File: src/cycle_timing_pkg.sv
// Package of instruction classes and cycle counts for the sequencer timer
package cycle_timing_pkg;

   // Instruction classes as presented by the decoder
   typedef enum logic [4:0] {
      CLS_ALU,             // Moves, add, sub, compare, multiply, logic, rotate
      CLS_PC_WRITE,        // register_copy or add with program counter target
      CLS_ADDR_FORM,       // Address formed from program counter
      CLS_SP_ARITH,        // Stack pointer immediate and address forms
      CLS_SHIFT,           // Logical and arithmetic shifts
      CLS_LOAD,            // Single loads
      CLS_STORE,           // Single stores
      CLS_MULTI_XFER,      // load/store_multiple_registers
      CLS_PUSH,            // Push without link_register
      CLS_PUSH_LINK,       // Push with link_register
      CLS_POP,             // Pop without program counter
      CLS_POP_PC,          // Pop with program counter
      CLS_BRANCH_COND,     // Conditional branch
      CLS_BRANCH,          // Unconditional branch
      CLS_BRANCH_LINK,     // branch_with_link
      CLS_BRANCH_EXCH,     // branch_exchange and branch_link_exchange
      CLS_EXTEND,          // Sign or zero extensions
      CLS_REVERSE,         // Byte reversal forms
      CLS_SPECIAL_REG,     // special_register_read / special_register_write
      CLS_SUPERVISOR,      // supervisor_call
      CLS_WAIT_HINT,       // wait_for_event_hint / wait_for_interrupt_hint
      CLS_SIMPLE_HINT,     // send_event_hint, yield, no-operation
      CLS_INT_MASK         // Interrupt enable or disable
   } instr_class_t;

   // Cycle counts
   localparam logic [7:0] CYC_SINGLE = 8'h01;
   localparam logic [7:0] CYC_MEMORY = 8'h02;
   localparam logic [7:0] CYC_FLUSH = 8'h03;
   localparam logic [7:0] CYC_LINK = 8'h04;
   localparam logic [7:0] CYC_SPECIAL = 8'h04;
   localparam logic [7:0] CYC_WAIT = 8'h02;
   localparam logic [7:0] CYC_MULTI_BASE = 8'h01;
   localparam logic [7:0] CYC_POP_PC_BASE = 8'h04;
   localparam logic [7:0] CYC_SVC_DEFAULT = 8'h04;  // Configuration default
   localparam logic [7:0] CYC_IDLE = 8'h00;

   // Register list length width (up to 9 elements, return or link included)
   localparam int LIST_W = 4;
   localparam logic [3:0] LIST_MAX = 4'h9;

endpackage : cycle_timing_pkg

File: src/instruction_cycle_timing.sv
// Timing side of the instruction sequencer: counts each instruction's cycles
`timescale 1ns/10ps
`default_nettype none
module instruction_cycle_timing #(
   // Core/debug dependent count; the default is arbitrary
   parameter logic [7:0] SVC_CYCLES = cycle_timing_pkg::CYC_SVC_DEFAULT
) (
   // Clock and reset
   input wire logic i_clock,
   input wire logic i_nrst,
   // Decoded instruction
   input wire logic i_issue,
   input wire cycle_timing_pkg::instr_class_t i_class,
   input wire logic [3:0] i_list_len,
   input wire logic i_taken,
   // Sequencer status
   output logic o_busy,
   output logic o_done,
   output logic [7:0] o_cycles,
   output logic o_bad_list
);
   import cycle_timing_pkg::*;

   // Refuse a zero supervisor count: the model needs at least one cycle
   if (SVC_CYCLES == 8'h00) begin : g_bad_svc
      $error("SVC_CYCLES must be at least one");
   end

   // Sequencer phases
   typedef enum logic [0:0] {ST_IDLE, ST_RUN} phase_t;

   // All state in one struct
   typedef struct packed {
      phase_t phase;        // Idle or executing
      logic [7:0] remain;   // Cycles left, current one included
      logic [7:0] total;    // Count of the instruction in flight
      logic done;           // Last cycle finished
      logic bad;            // List length out of range
   } state_t;

   state_t state_reg;
   state_t state_next;
   logic [7:0] cost;        // Cycle count of the issuing instruction
   logic [7:0] list_ext;    // List length widened to the count width

   // Cost lookup for the class offered on the issue port
   always_comb begin
      list_ext = {4'h0, i_list_len};
      cost = CYC_SINGLE;
      unique case (i_class)
         CLS_ALU: cost = CYC_SINGLE;
         CLS_PC_WRITE: cost = CYC_FLUSH;
         CLS_ADDR_FORM: cost = CYC_SINGLE;
         CLS_SP_ARITH: cost = CYC_SINGLE;
         CLS_SHIFT: cost = CYC_SINGLE;
         CLS_LOAD: cost = CYC_MEMORY;
         CLS_STORE: cost = CYC_MEMORY;
         CLS_MULTI_XFER: cost = CYC_MULTI_BASE + list_ext;
         CLS_PUSH: cost = CYC_MULTI_BASE + list_ext;
         CLS_POP: cost = CYC_MULTI_BASE + list_ext;
         CLS_PUSH_LINK: cost = CYC_MULTI_BASE + list_ext;
         // N counts the program counter too
         CLS_POP_PC: cost = CYC_POP_PC_BASE + list_ext;
         CLS_BRANCH_COND: begin
            // Taken refills the pipeline, not taken falls through
            cost = i_taken ? CYC_FLUSH : CYC_SINGLE;
         end
         CLS_BRANCH: cost = CYC_FLUSH;
         CLS_BRANCH_LINK: cost = CYC_LINK;
         CLS_BRANCH_EXCH: cost = CYC_FLUSH;
         CLS_EXTEND: cost = CYC_SINGLE;
         CLS_REVERSE: cost = CYC_SINGLE;
         CLS_SPECIAL_REG: cost = CYC_SPECIAL;
         // Count comes from a parameter, not fixed here
         CLS_SUPERVISOR: cost = SVC_CYCLES;
         // Only execution cycles; the sleep itself is not timed
         CLS_WAIT_HINT: cost = CYC_WAIT;
         CLS_SIMPLE_HINT: cost = CYC_SINGLE;
         CLS_INT_MASK: cost = CYC_SINGLE;
         default: cost = CYC_SINGLE;  // Illegal class code runs as no-op
      endcase
   end

   // Next-state logic; counts assume zero-wait memory
   always_comb begin
      state_next = state_reg;
      state_next.done = 1'b0;
      unique case (state_reg.phase)
         ST_IDLE: begin
            // Issue is ignored unless idle or finishing
            if (i_issue) begin
               state_next.phase = ST_RUN;
               state_next.remain = cost;
               state_next.total = cost;
               state_next.bad = (i_list_len > LIST_MAX);
            end
         end
         ST_RUN: begin
            if (state_reg.remain == 8'h01) begin
               // Last cycle: report and accept a back-to-back issue
               state_next.done = 1'b1;
               state_next.phase = ST_IDLE;
               state_next.remain = CYC_IDLE;
               if (i_issue) begin
                  state_next.phase = ST_RUN;
                  state_next.remain = cost;
                  state_next.total = cost;
                  state_next.bad = (i_list_len > LIST_MAX);
               end
            end else begin
               state_next.remain = state_reg.remain - 8'h01;
            end
         end
      endcase
   end

   // State register with synchronous reset
   always_ff @(posedge i_clock) begin
      if (!i_nrst) begin
         state_reg <= '{phase: ST_IDLE, remain: CYC_IDLE, total: CYC_IDLE,
                        done: 1'b0, bad: 1'b0};
      end else begin
         state_reg <= state_next;
      end
   end

   // Outputs straight from the state flip-flops
   assign o_busy = (state_reg.phase == ST_RUN);
   assign o_done = state_reg.done;
   assign o_cycles = state_reg.total;
   assign o_bad_list = state_reg.bad;

endmodule : instruction_cycle_timing
`default_nettype wire

File: config.mk
export PLATFORM = sky130hd
export DESIGN_NAME = instruction_cycle_timing
export DESIGN_NICKNAME = d
export VERILOG_FILES = /design/src/cycle_timing_pkg.sv /design/src/instruction_cycle_timing.sv
export SDC_FILE = /design/constraint.sdc
export NUM_CORES = 1
export LEC_CHECK = 0
export BUFFER_PORTS_ARGS = -buffer_cell sky130_fd_sc_hd__buf_4
export CAP_MARGIN = 30
export CORE_ASPECT_RATIO = 0.75
export CORE_MARGIN = 2
export CORE_UTILIZATION = 35
export CTS_CLUSTER_DIAMETER = 100
export CTS_CLUSTER_SIZE = 40
export DETAILED_ROUTE_END_ITERATION = 16
export PLACE_DENSITY = 0.58
export SYNTH_ARGS = -nofsm -noshare
export SYNTH_HDL_FRONTEND = slang
export SYNTH_SLANG_ARGS = --single-unit
File: constraint.sdc
create_clock -name i_clock -period 1.7 [get_ports i_clock]
set_clock_uncertainty 0.1 [all_clocks]
set_input_delay 0.425 -clock i_clock [delete_from_list [all_inputs] [get_ports i_clock]]
set_output_delay 0.425 -clock i_clock [all_outputs]
set_load 0.01 [all_outputs]
==> reports/summary.txt, run 1 <==
Status - finished, violations left
Failing checks - setup timing
RSZ-0062 raised after global routing - yes
Final std cell area, no fill - 1750 um^2
Die footprint - 3950 um^2
Type of origin of the critical path - flop
DRC - 0
Antenna cell count - 0
Core Area - 3310 um^2
Worst-Skew Late Latency - 0.25 ns
Crit. End Element - flop
WP data arrival - 1.91 ns
Post-synth EDFFs - 0
Critical path fanouts, max - 8
Largest net degree at the start of global routing - 14
Clk buf depth - 2
Fin. max-slew vios - 0
Drt wl/cell - 13.2 um
CTS root buf - clkbuf_8
Num Clock Sinks - 16
Yosys top cell by area - dfxtp_1
Critical path's largest stage delay - 0.51 ns
Hold WS - 0.337 ns
Yosys warns - 0
Worst EP required - 1.72 ns
Final Hold Viols - 0
Post-synth top flop - dfxtp_1
Yosys top cell area share - 26.4%
Commonest cells post-synth - 20 x nand2_1, 16 x a21oi_1, 16 x dfxtp_1
Placement Cell Area - 1600 um^2
Total CTS buffers - 3
Clock transition at path regs - 0.07 ns
Detailed Place HPWL - 2520 um
CTS tree - yes
DR pass1 iterations - 4
PD cells - 750 nW/um^2
Synthesized flop and latch total - 16
Critical path's slowest cell - or4b_4
Synth top area cells - dfxtp_1 26%, ha_1 7.2%, a21oi_1 6.6%, buf_4 6.2%, nand2_1 6.2%
Yosys cell types - 42
Ports - 24
Post-synthesis sequential area ratio - 26.4%
Worst Setup Path Type - reg2reg
H-tree levels - 1
Via Count - 1265
Total gr overflow - 0
Chip height - 54.9 um
Fin util - 53.0%
DR iter-0 viols - 45
Asr flop ratio synth - 0%
Final period utilization - 111%
Hold/Removal Path Class - in2reg
Gpl congestion - 0.918
Crit-path cells - inv_2 -> ha_4 -> or4b_4 -> o21ai_4 -> buf_6 -> nor4_1 -> o22ai_1 -> nor2_1
DR vias/cell - 5.08
Die width - 71.9 um
Post-route setup slack - -0.189 ns
IO buf count - 20
Fin nets - 230
Peak supply drop - 0.000357 V
Vias in the first global route - 1187
Synthesized instance count - 160
Initial Util - 36.6%
Total GRT Usage - 18.2%
First-pass GRT wire length - 5490 um
Leakage - 0.772 nW
Drt total wl - 3290 um
Number of max-cap violations - 0
Cell Area, Synth - 1210 um^2
Mean Syn Cell Area - 7.57 um^2
# rows - 18
Final setup fails - 15
Synth-to-layout area growth - 44.8%
Antenna violations before repair - 0
Dominant cell by count in the synthesized netlist - nand2_1
Total chip power - 1.31 mW
Share of post-route cells with drive strength above 1 - 38.3%
Antenna-violating nets left - 0
Max reg flops - 8
Max Clk Rate - 529 MHz
Minimum clock period - 1.89 ns
## final cells by class
cell class / instances / area [um^2]
Clock buffer: 4 / 55.1
Fill cell: 307 / 1560
Inverter: 12 / 45.0
Multi-Input combinational cell: 120 / 830
Sequential cell: 16 / 323
Tap cell: 40 / 50.0
Timing Repair Buffer: 57 / 452
## stage by stage
step / std cells / setup WS (ns) / setup TNS [ns]
after floorplan: 162 / -0.0744 / -0.617
after global placement: 242 / -0.161 / -1.24
after detailed placement: 242 / -0.168 / -1.71
after CTS: 248 / -0.162 / -1.44
after global routing: 249 / -0.267 / -3.01
final: 249 / -0.189 / -1.65
## what timing repair did
action,in CTS,in global routing
gates resized for setup,8,10
endpoints found under the hold margin,0,0
buffers inserted,2,1
hold buffers,0,0
setup endpoints to repair,14,15
pin swaps,4,2
## layout by cell type (no fill, tap or decap), types with 4 or more instances in the layout
cell      synthesis  layout
a21oi_1          16      14
o21ai_0           5       4
ha_1              7       6
inv_1            12      11
nand3_1           5       5
clkbuf_8          0       4
nor2_1            7       6
nor3_1            5       5
a31oi_1           4       4
nor2b_1           8       8
nor3b_1           5       4
nand2_1          20      17
buf_4            10      53
dfxtp_1          16      14
## worst paths after layout
kind	start	to	slack [ns]	depth (start not counted)
max	state_reg[11]	state_reg[16]	-0.19	8
max reg2reg	state_reg[11]	state_reg[16]	-0.19	8
min	i_nrst	state_reg[12]	0.34	3
min reg2reg	o_cycles[4]	o_cycles[4]	0.36	2
## power by group
group	internal (mW)	total (mW)	switching (mW)
sequential	0.413	0.449	0.0360
clock	0.205	0.340	0.135
combinational	0.268	0.526	0.258
total	0.886	1.31	0.429
## metal layers
layer / GRT usage, % / vias to the layer above / wire, um
met1: 25.7 / 593 / 1730
met5: 0 / - / 0
met2: 29.6 / 17 / 1450
met3: 3.44 / 2 / 85
met4: 3.14 / 0 / 27
li1: - / 653 / -
## critical path: cells and delay by family, from the launching register on
kind / cells / cell delay [ns]
flops: 1 / 0.32
simple gates: 3 / 0.62
compound gates: 2 / 0.38
buf+inv: 2 / 0.23
fa+ha+maj: 1 / 0.11
## kinds of logic after synthesis
kind of cell | count (synthesis) | share of synthesized area, %
and+or+nand+nor | 63 | 27.5
AOI/OAI and AO/OA | 43 | 24.1
buffers and inverters | 26 | 11.5
DFF | 16 | 26.4
adders and majority gates | 7 | 7.23
xor gates and xnor gates | 3 | 2.17
other | 1 | 0.310
muxes | 1 | 0.826
Note: power is estimated with default switching activity, not from simulation.
==> run 2: changes to the inputs <==
Settings changed: REMOVE_ABC_BUFFERS from default to 1.
==> run 2 against run 1 <==
Against the previous run: the run still ends with setup timing left; utilization rose by 0.76 points; register-to-register slack barely moved; fmax barely moved; sequential power fell by 2%; design area rose by 1.4%; hold slack improved by 0.0048 ns; die area did not move; sequential share of layout area fell by 0.26 points; flip-flop and latch count did not move; critical path depth fell by 1; total power rose by 3.4%; critical path type unchanged; critical endpoint is now state_reg[10].
==> reports/summary.txt, run 2 (synthesized netlist as in run 1, its figures left out) <==
Max reg flops - 8 (unchanged)
Number of max-cap violations - 0 (unchanged)
Antenna cell count - 0 (unchanged)
Critical path fanouts, max - 4 (-4)
Most common cell after layout, fill and taps aside - buf_4
Failing checks - setup timing
Fin. max-slew vios - 0 (unchanged)
Share of post-route cells with drive strength above 1 - 40.0% (+1.7 points)
Drt total wl - 3370 um (+2.6%)
PD cells - 764 nW/um^2 (+1.9%)
Minimum clock period - 1.89 ns (-0.00140 ns)
Placement Cell Area - 1590 um^2 (-0.94%)
Hold Crit Depth - 3 (unchanged)
Num Clock Sinks - 16 (unchanged)
Core Area - 3310 um^2 (unchanged)
Total GRT Usage - 18.7% (+0.51 points)
Total CTS buffers - 3 (unchanged)
NetSw - 0.452 mW (+5.4%)
Peak supply drop - 0.000330 V (-7.5%)
Largest net degree at the start of global routing - 14 (unchanged)
Worst-Skew Late Latency - 0.26 ns (about the same)
Max Clk Rate - 530 MHz (about the same)
Final std cell area, no fill - 1780 um^2 (+1.4%)
CTS tree - yes
Ports - 24 (unchanged)
Fin nets - 231 (+0.43%)
Hold/Removal Path Class - in2reg
CTS root buf - clkbuf_8
Detailed Place HPWL - 2540 um (+0.90%)
Final period utilization - 111% (about the same)
Antenna violations before repair - 0 (unchanged)
IO buf count - 20 (unchanged)
Vias in the first global route - 1266 (+6.7%)
Antenna-violating nets left - 0 (unchanged)
Clock transition at path regs - 0.06 ns (about the same)
Most frequent cells in the layout - 55 x buf_4, 19 x nand2_1, 14 x dfxtp_1, 13 x a21oi_1, 11 x inv_1
Drt wl/cell - 13.5 um (+2.1%)
Chip height - 54.9 um (unchanged)
RSZ-0062 raised after global routing - yes
DR pass1 iterations - 4 (unchanged)
Type of origin of the critical path - flop
Synth-to-layout area growth - 46.9%
Leakage - 0.780 nW (+1.1%)
Total gr overflow - 0 (unchanged)
Die width - 71.9 um (unchanged)
Worst R2R Path Depth - 7 (-1)
Fill cells - 321 (+4.6%)
Gpl congestion - 0.844 (-8.0%)
Via Count - 1280 (+1.2%)
DR vias/cell - 5.12 (+0.78%)
Initial Util - 36.6% (unchanged)
Comb pwr share - 42.0% (+2.0 points)
Clk buf depth - 2 (unchanged)
Worst Setup Path Type - reg2reg
Final setup fails - 14 (-1)
Post-CTS Hold Fix Bufs - 0 (unchanged)
Clock network fraction of total power - 25.6% (-0.3 points)
Status - finished, violations left
Total chip power - 1.36 mW (+3.4%)
H-tree levels - 1 (unchanged)
Die footprint - 3950 um^2 (unchanged)
Post-route setup slack - -0.188 ns (+0.00140 ns)
Final Hold Viols - 0 (unchanged)
Sw frac - 33.2% (+0.62 points)
First-pass GRT wire length - 5730 um (+4.4%)
Crit. End Element - flop
Worst EP required - 1.79 ns (+0.07 ns)
Sequential share of power - 32.4% (-1.8 points)
DRC - 0 (unchanged)
DR iter-0 viols - 55 (+22%)
Int Pwr - 0.908 mW (+2.4%)
# rows - 18 (unchanged)
WP data arrival - 1.98 ns (+0.07 ns)
## run 2: changes by cell type in the layout (fill, tap and decap cells not counted), sizes merged
cell	before	now
buf	57	58
## run 2: area by class of cell
cell class,count,area [um^2],share of cell area [%]
Sequential cell,16,323,18.1
Clock buffer,4,55.1,3.09
Tap cell,40,50.0,2.81
Inverter,12,45.0,2.53
Multi-Input combinational cell,120,860,48.3
Timing Repair Buffer,58,447,25.1
## run 2: path summary, 6_finish.rpt
check                     start            end  slack (ns)
setup / recovery  state_reg[11]  state_reg[10]       -0.19
hold / removal           i_nrst  state_reg[12]        0.34
setup reg to reg  state_reg[11]  state_reg[10]       -0.19
hold reg to reg      o_bad_list     o_bad_list        0.35
## run 2: metrics by stage
stage,util (%),std cells,setup WS (ns),TNS [ns],hold WS [ns]
after floorplan,-,148,-0.218,-2.08,0.376
after global placement,48.0,243,-0.124,-1.02,0.341
after detailed placement,48.0,243,-0.183,-1.53,0.348
after CTS,52.5,250,-0.156,-1.27,0.333
after global routing,53.7,250,-0.261,-2.98,0.353
final,53.7,250,-0.188,-1.73,0.342
## run 2: power by group through the flow
stage	Combinational (mW)	Sequential (mW)	Clock, mW
floorplan	0.225	0.457	0
global placement	0.469	0.444	0
detailed placement	0.478	0.444	0
CTS	0.529	0.440	0.361
global route	0.622	0.445	0.376
finish	0.571	0.441	0.348
## run 2: per-layer routing
layer | vias up | routed length (um) | track usage (%)
li1 | 654 | - | -
met1 | 603 | 1660 | 23.9
met2 | 17 | 1580 | 33.2
met3 | 6 | 66 | 2.90
met4 | 0 | 61 | 5.97
met5 | - | 0 | 0
## run 2: critical path, cell delays in order (launching register included)
cell	delay, ns
dfxtp_2	0.32
inv_2	0.06
ha_4	0.11
or4b_4	0.51
o21ai_4	0.24
o311ai_4	0.15
o221a_1	0.24
nor2_1	0.08
## run 2: timing repair
item                                    CTS  global route
endpoints found under the setup margin   14            15
gates resized for setup                  16            12
pin swaps                                 4             5
hold endpoints to repair                  0             0
cloned                                    0             0
buffers inserted                          4             1
==> run 3: changes to the inputs <==
Settings changed: TNS_END_PERCENT from default to 5.
==> run 3 against run 2 <==
Against the previous run: the flow still finishes with violations (setup timing); via count rose by 0.39%; final cell count unchanged; critical path type unchanged; largest power group unchanged; flip-flop and latch count stayed put; clock power is essentially flat.
==> reports/summary.txt, run 3 (synthesized netlist as in run 1, its figures left out) <==
First-pass GRT wire length - 5750 um (+0.24%)
Fin. max-slew vios - 0 (unchanged)
DRC - 0 (unchanged)
Chip height - 54.9 um (unchanged)
Initial Util - 36.6% (unchanged)
Detailed Place HPWL - 2540 um (unchanged)
Critical path fanouts, max - 4 (unchanged)
Antenna violations before repair - 0 (unchanged)
Leakage - 0.772 nW (-1.1%)
Total chip power - 1.32 mW (-2.6%)
Hold/Removal Path Class - in2reg
WP data arrival - 1.97 ns (about the same)
Status - finished, violations left
Fill cells - 328 (+2.2%)
Total GRT Usage - 18.7% (+0.040 points)
Reg-to-reg endpoint - state_reg[10]
Num Clock Sinks - 16 (unchanged)
Setup WS pre-CTS - -0.183 ns (unchanged)
Final period utilization - 111% (-0.38 points)
Share of post-route cells with drive strength above 1 - 36.2% (-3.8 points)
Worst-Skew Late Latency - 0.26 ns (about the same)
Comb pwr share - 40.6% (-1.4 points)
Worst EP required - 1.79 ns (about the same)
Worst Setup Path Type - reg2reg
Final setup fails - 14 (unchanged)
Total CTS buffers - 3 (unchanged)
Failing checks - setup timing
Vias in the first global route - 1258 (-0.63%)
Highest routed layer - met4
Max Clk Rate - 532 MHz (+0.34%)
Critical path's largest stage delay - 0.51 ns (about the same)
CTS tree - yes
Reg2Reg Launch Point - state_reg[11]
Gpl congestion - 0.844 (unchanged)
Clock transition at path regs - 0.06 ns (about the same)
NetSw - 0.430 mW (-4.9%)
Post-route setup slack - -0.181 ns (+0.00646 ns)
Placement Cell Area - 1590 um^2 (unchanged)
H-tree levels - 1 (unchanged)
Int Pwr - 0.895 mW (-1.5%)
Minimum clock period - 1.88 ns (-0.00646 ns)
DR iter-0 viols - 51 (-7.3%)
Met3 WL - 81 um (+23%)
Drt wl/cell - 13.3 um (-1.3%)
Max reg flops - 8 (unchanged)
Sw frac - 32.4% (-0.78 points)
Synth-to-layout area growth - 42.8%
Most common cell after layout, fill and taps aside - buf_4
Reg area - 323 um^2 (unchanged)
Most frequent cells in the layout - 57 x buf_4, 20 x nand2_1, 16 x a21oi_1, 14 x dfxtp_1, 11 x inv_1
RSZ-0062 raised after global routing - yes
Multi-input logic area - 817 um^2 (-4.9%)
IO buf count - 20 (unchanged)
Final std cell area, no fill - 1730 um^2 (-2.8%)
Drt total wl - 3330 um (-1.3%)
Critical path's slowest cell - or4b_4
Antenna-violating nets left - 0 (unchanged)
Sequential share of power - 33.3% (+0.9 points)
# rows - 18 (unchanged)
Type of origin of the critical path - flop
Peak supply drop - 0.000323 V (-2.1%)
Clock network fraction of total power - 26.2% (+0.6 points)
Via Count - 1285 (+0.39%)
Die width - 71.9 um (unchanged)
DR pass1 iterations - 4 (unchanged)
Worst R2R Path Depth - 7 (unchanged)
Total gr overflow - 0 (unchanged)
FF-to-FF setup slack - -0.18 ns (about the same)
DR vias/cell - 5.14 (+0.39%)
Worst Setup EP - state_reg[10]
Fin nets - 231 (unchanged)
CTS root buf - clkbuf_8
PD cells - 766 nW/um^2 (+0.23%)
Crit-path cells - inv_2 -> ha_4 -> or4b_4 -> o21ai_4 -> o311ai_4 -> o221a_1 -> nor2_1
Die footprint - 3950 um^2 (unchanged)
Critical Path Start - state_reg[11]
Largest net degree at the start of global routing - 14 (unchanged)
Antenna cell count - 0 (unchanged)
Crit. End Element - flop
Routed wl met2 - 1550 um (-2.2%)
Final Hold Viols - 0 (unchanged)
Core Area - 3310 um^2 (unchanged)
Ports - 24 (unchanged)
Number of max-cap violations - 0 (unchanged)
Clk buf depth - 2 (unchanged)
Metal-1 WL - 1640 um (-1.3%)
==> run 3: cell count changes in the layout (fill, tap and decap cells not counted), moves of 2 or more <==
| cell | before | now |
|---|---|---|
| a21oi_1 | 13 | 16 |
| a21oi_2 | 3 | 0 |
| buf_4 | 55 | 57 |
| buf_6 | 3 | 1 |
| o31ai_1 | 0 | 2 |
| o31ai_2 | 3 | 1 |
==> run 3: timing repair <==
action,CTS,global route
hold buffers,0,0
buffers inserted,3,0
pin swaps,2,4
gates resized for setup,10,4
cloned,0,0
endpoints found under the setup margin,14,15
==> run 3: layout make-up <==
type                    instances  share of cell area [%]
clock buffers                   4                    3.18
repair buffers                 58                    25.4
inverters                      12                    2.60
well taps                      40                    2.89
multi-input cells             120                    47.3
flip-flops and latches         16                    18.7
==> run 3: critical path, delay by kind of cell (launching register included) <==
| kind | cells | cell delay (ns) |
|---|---|---|
| fa+ha+maj | 1 | 0.11 |
| flops | 1 | 0.32 |
| simple gates | 2 | 0.59 |
| compound gates | 3 | 0.63 |
| buf+inv | 1 | 0.07 |
==> run 3: worst min-delay path by stage <==
stage               start             to  cells past startpoint
6_report           i_nrst  state_reg[12]                      3
3_3_place_gp   o_bad_list     o_bad_list                      2
3_5_place_dp   o_bad_list     o_bad_list                      2
4_1_cts            i_nrst  state_reg[12]                      3
5_1_grt            i_nrst         o_done                      3
2_1_floorplan  o_bad_list     o_bad_list                      2
==> run 3: metal layers <==
metal / vias up / track usage (%)
met5: - / 0
met4: 0 / 5.66
met3: 6 / 2.90
li1: 658 / -
met2: 19 / 33.2
met1: 602 / 24.1
==> run 3: power by group through the flow <==
| stage | sequential [mW] | combinational, mW | clock [mW] |
|---|---|---|---|
| 4_1_cts | 0.440 | 0.516 | 0.361 |
| 3_5_place_dp | 0.444 | 0.478 | 0 |
| 2_1_floorplan | 0.457 | 0.225 | 0 |
| 6_report | 0.440 | 0.538 | 0.346 |
| 3_3_place_gp | 0.444 | 0.469 | 0 |
| 5_1_grt | 0.445 | 0.588 | 0.376 |
==> run 3: per-stage QoR <==
| stage | utilization [%] | cells | setup TNS (ns) | hold slack (ns) |
|---|---|---|---|---|
| 6_report | 52.2 | 250 | -1.50 | 0.338 |
| 5_1_grt | 52.2 | 250 | -2.68 | 0.352 |
| 4_1_cts | 51.9 | 250 | -1.48 | 0.330 |
| 3_5_place_dp | 48.0 | 243 | -1.53 | 0.348 |
| 3_3_place_gp | 48.0 | 243 | -1.02 | 0.341 |
| 2_1_floorplan | - | 148 | -2.08 | 0.376 |
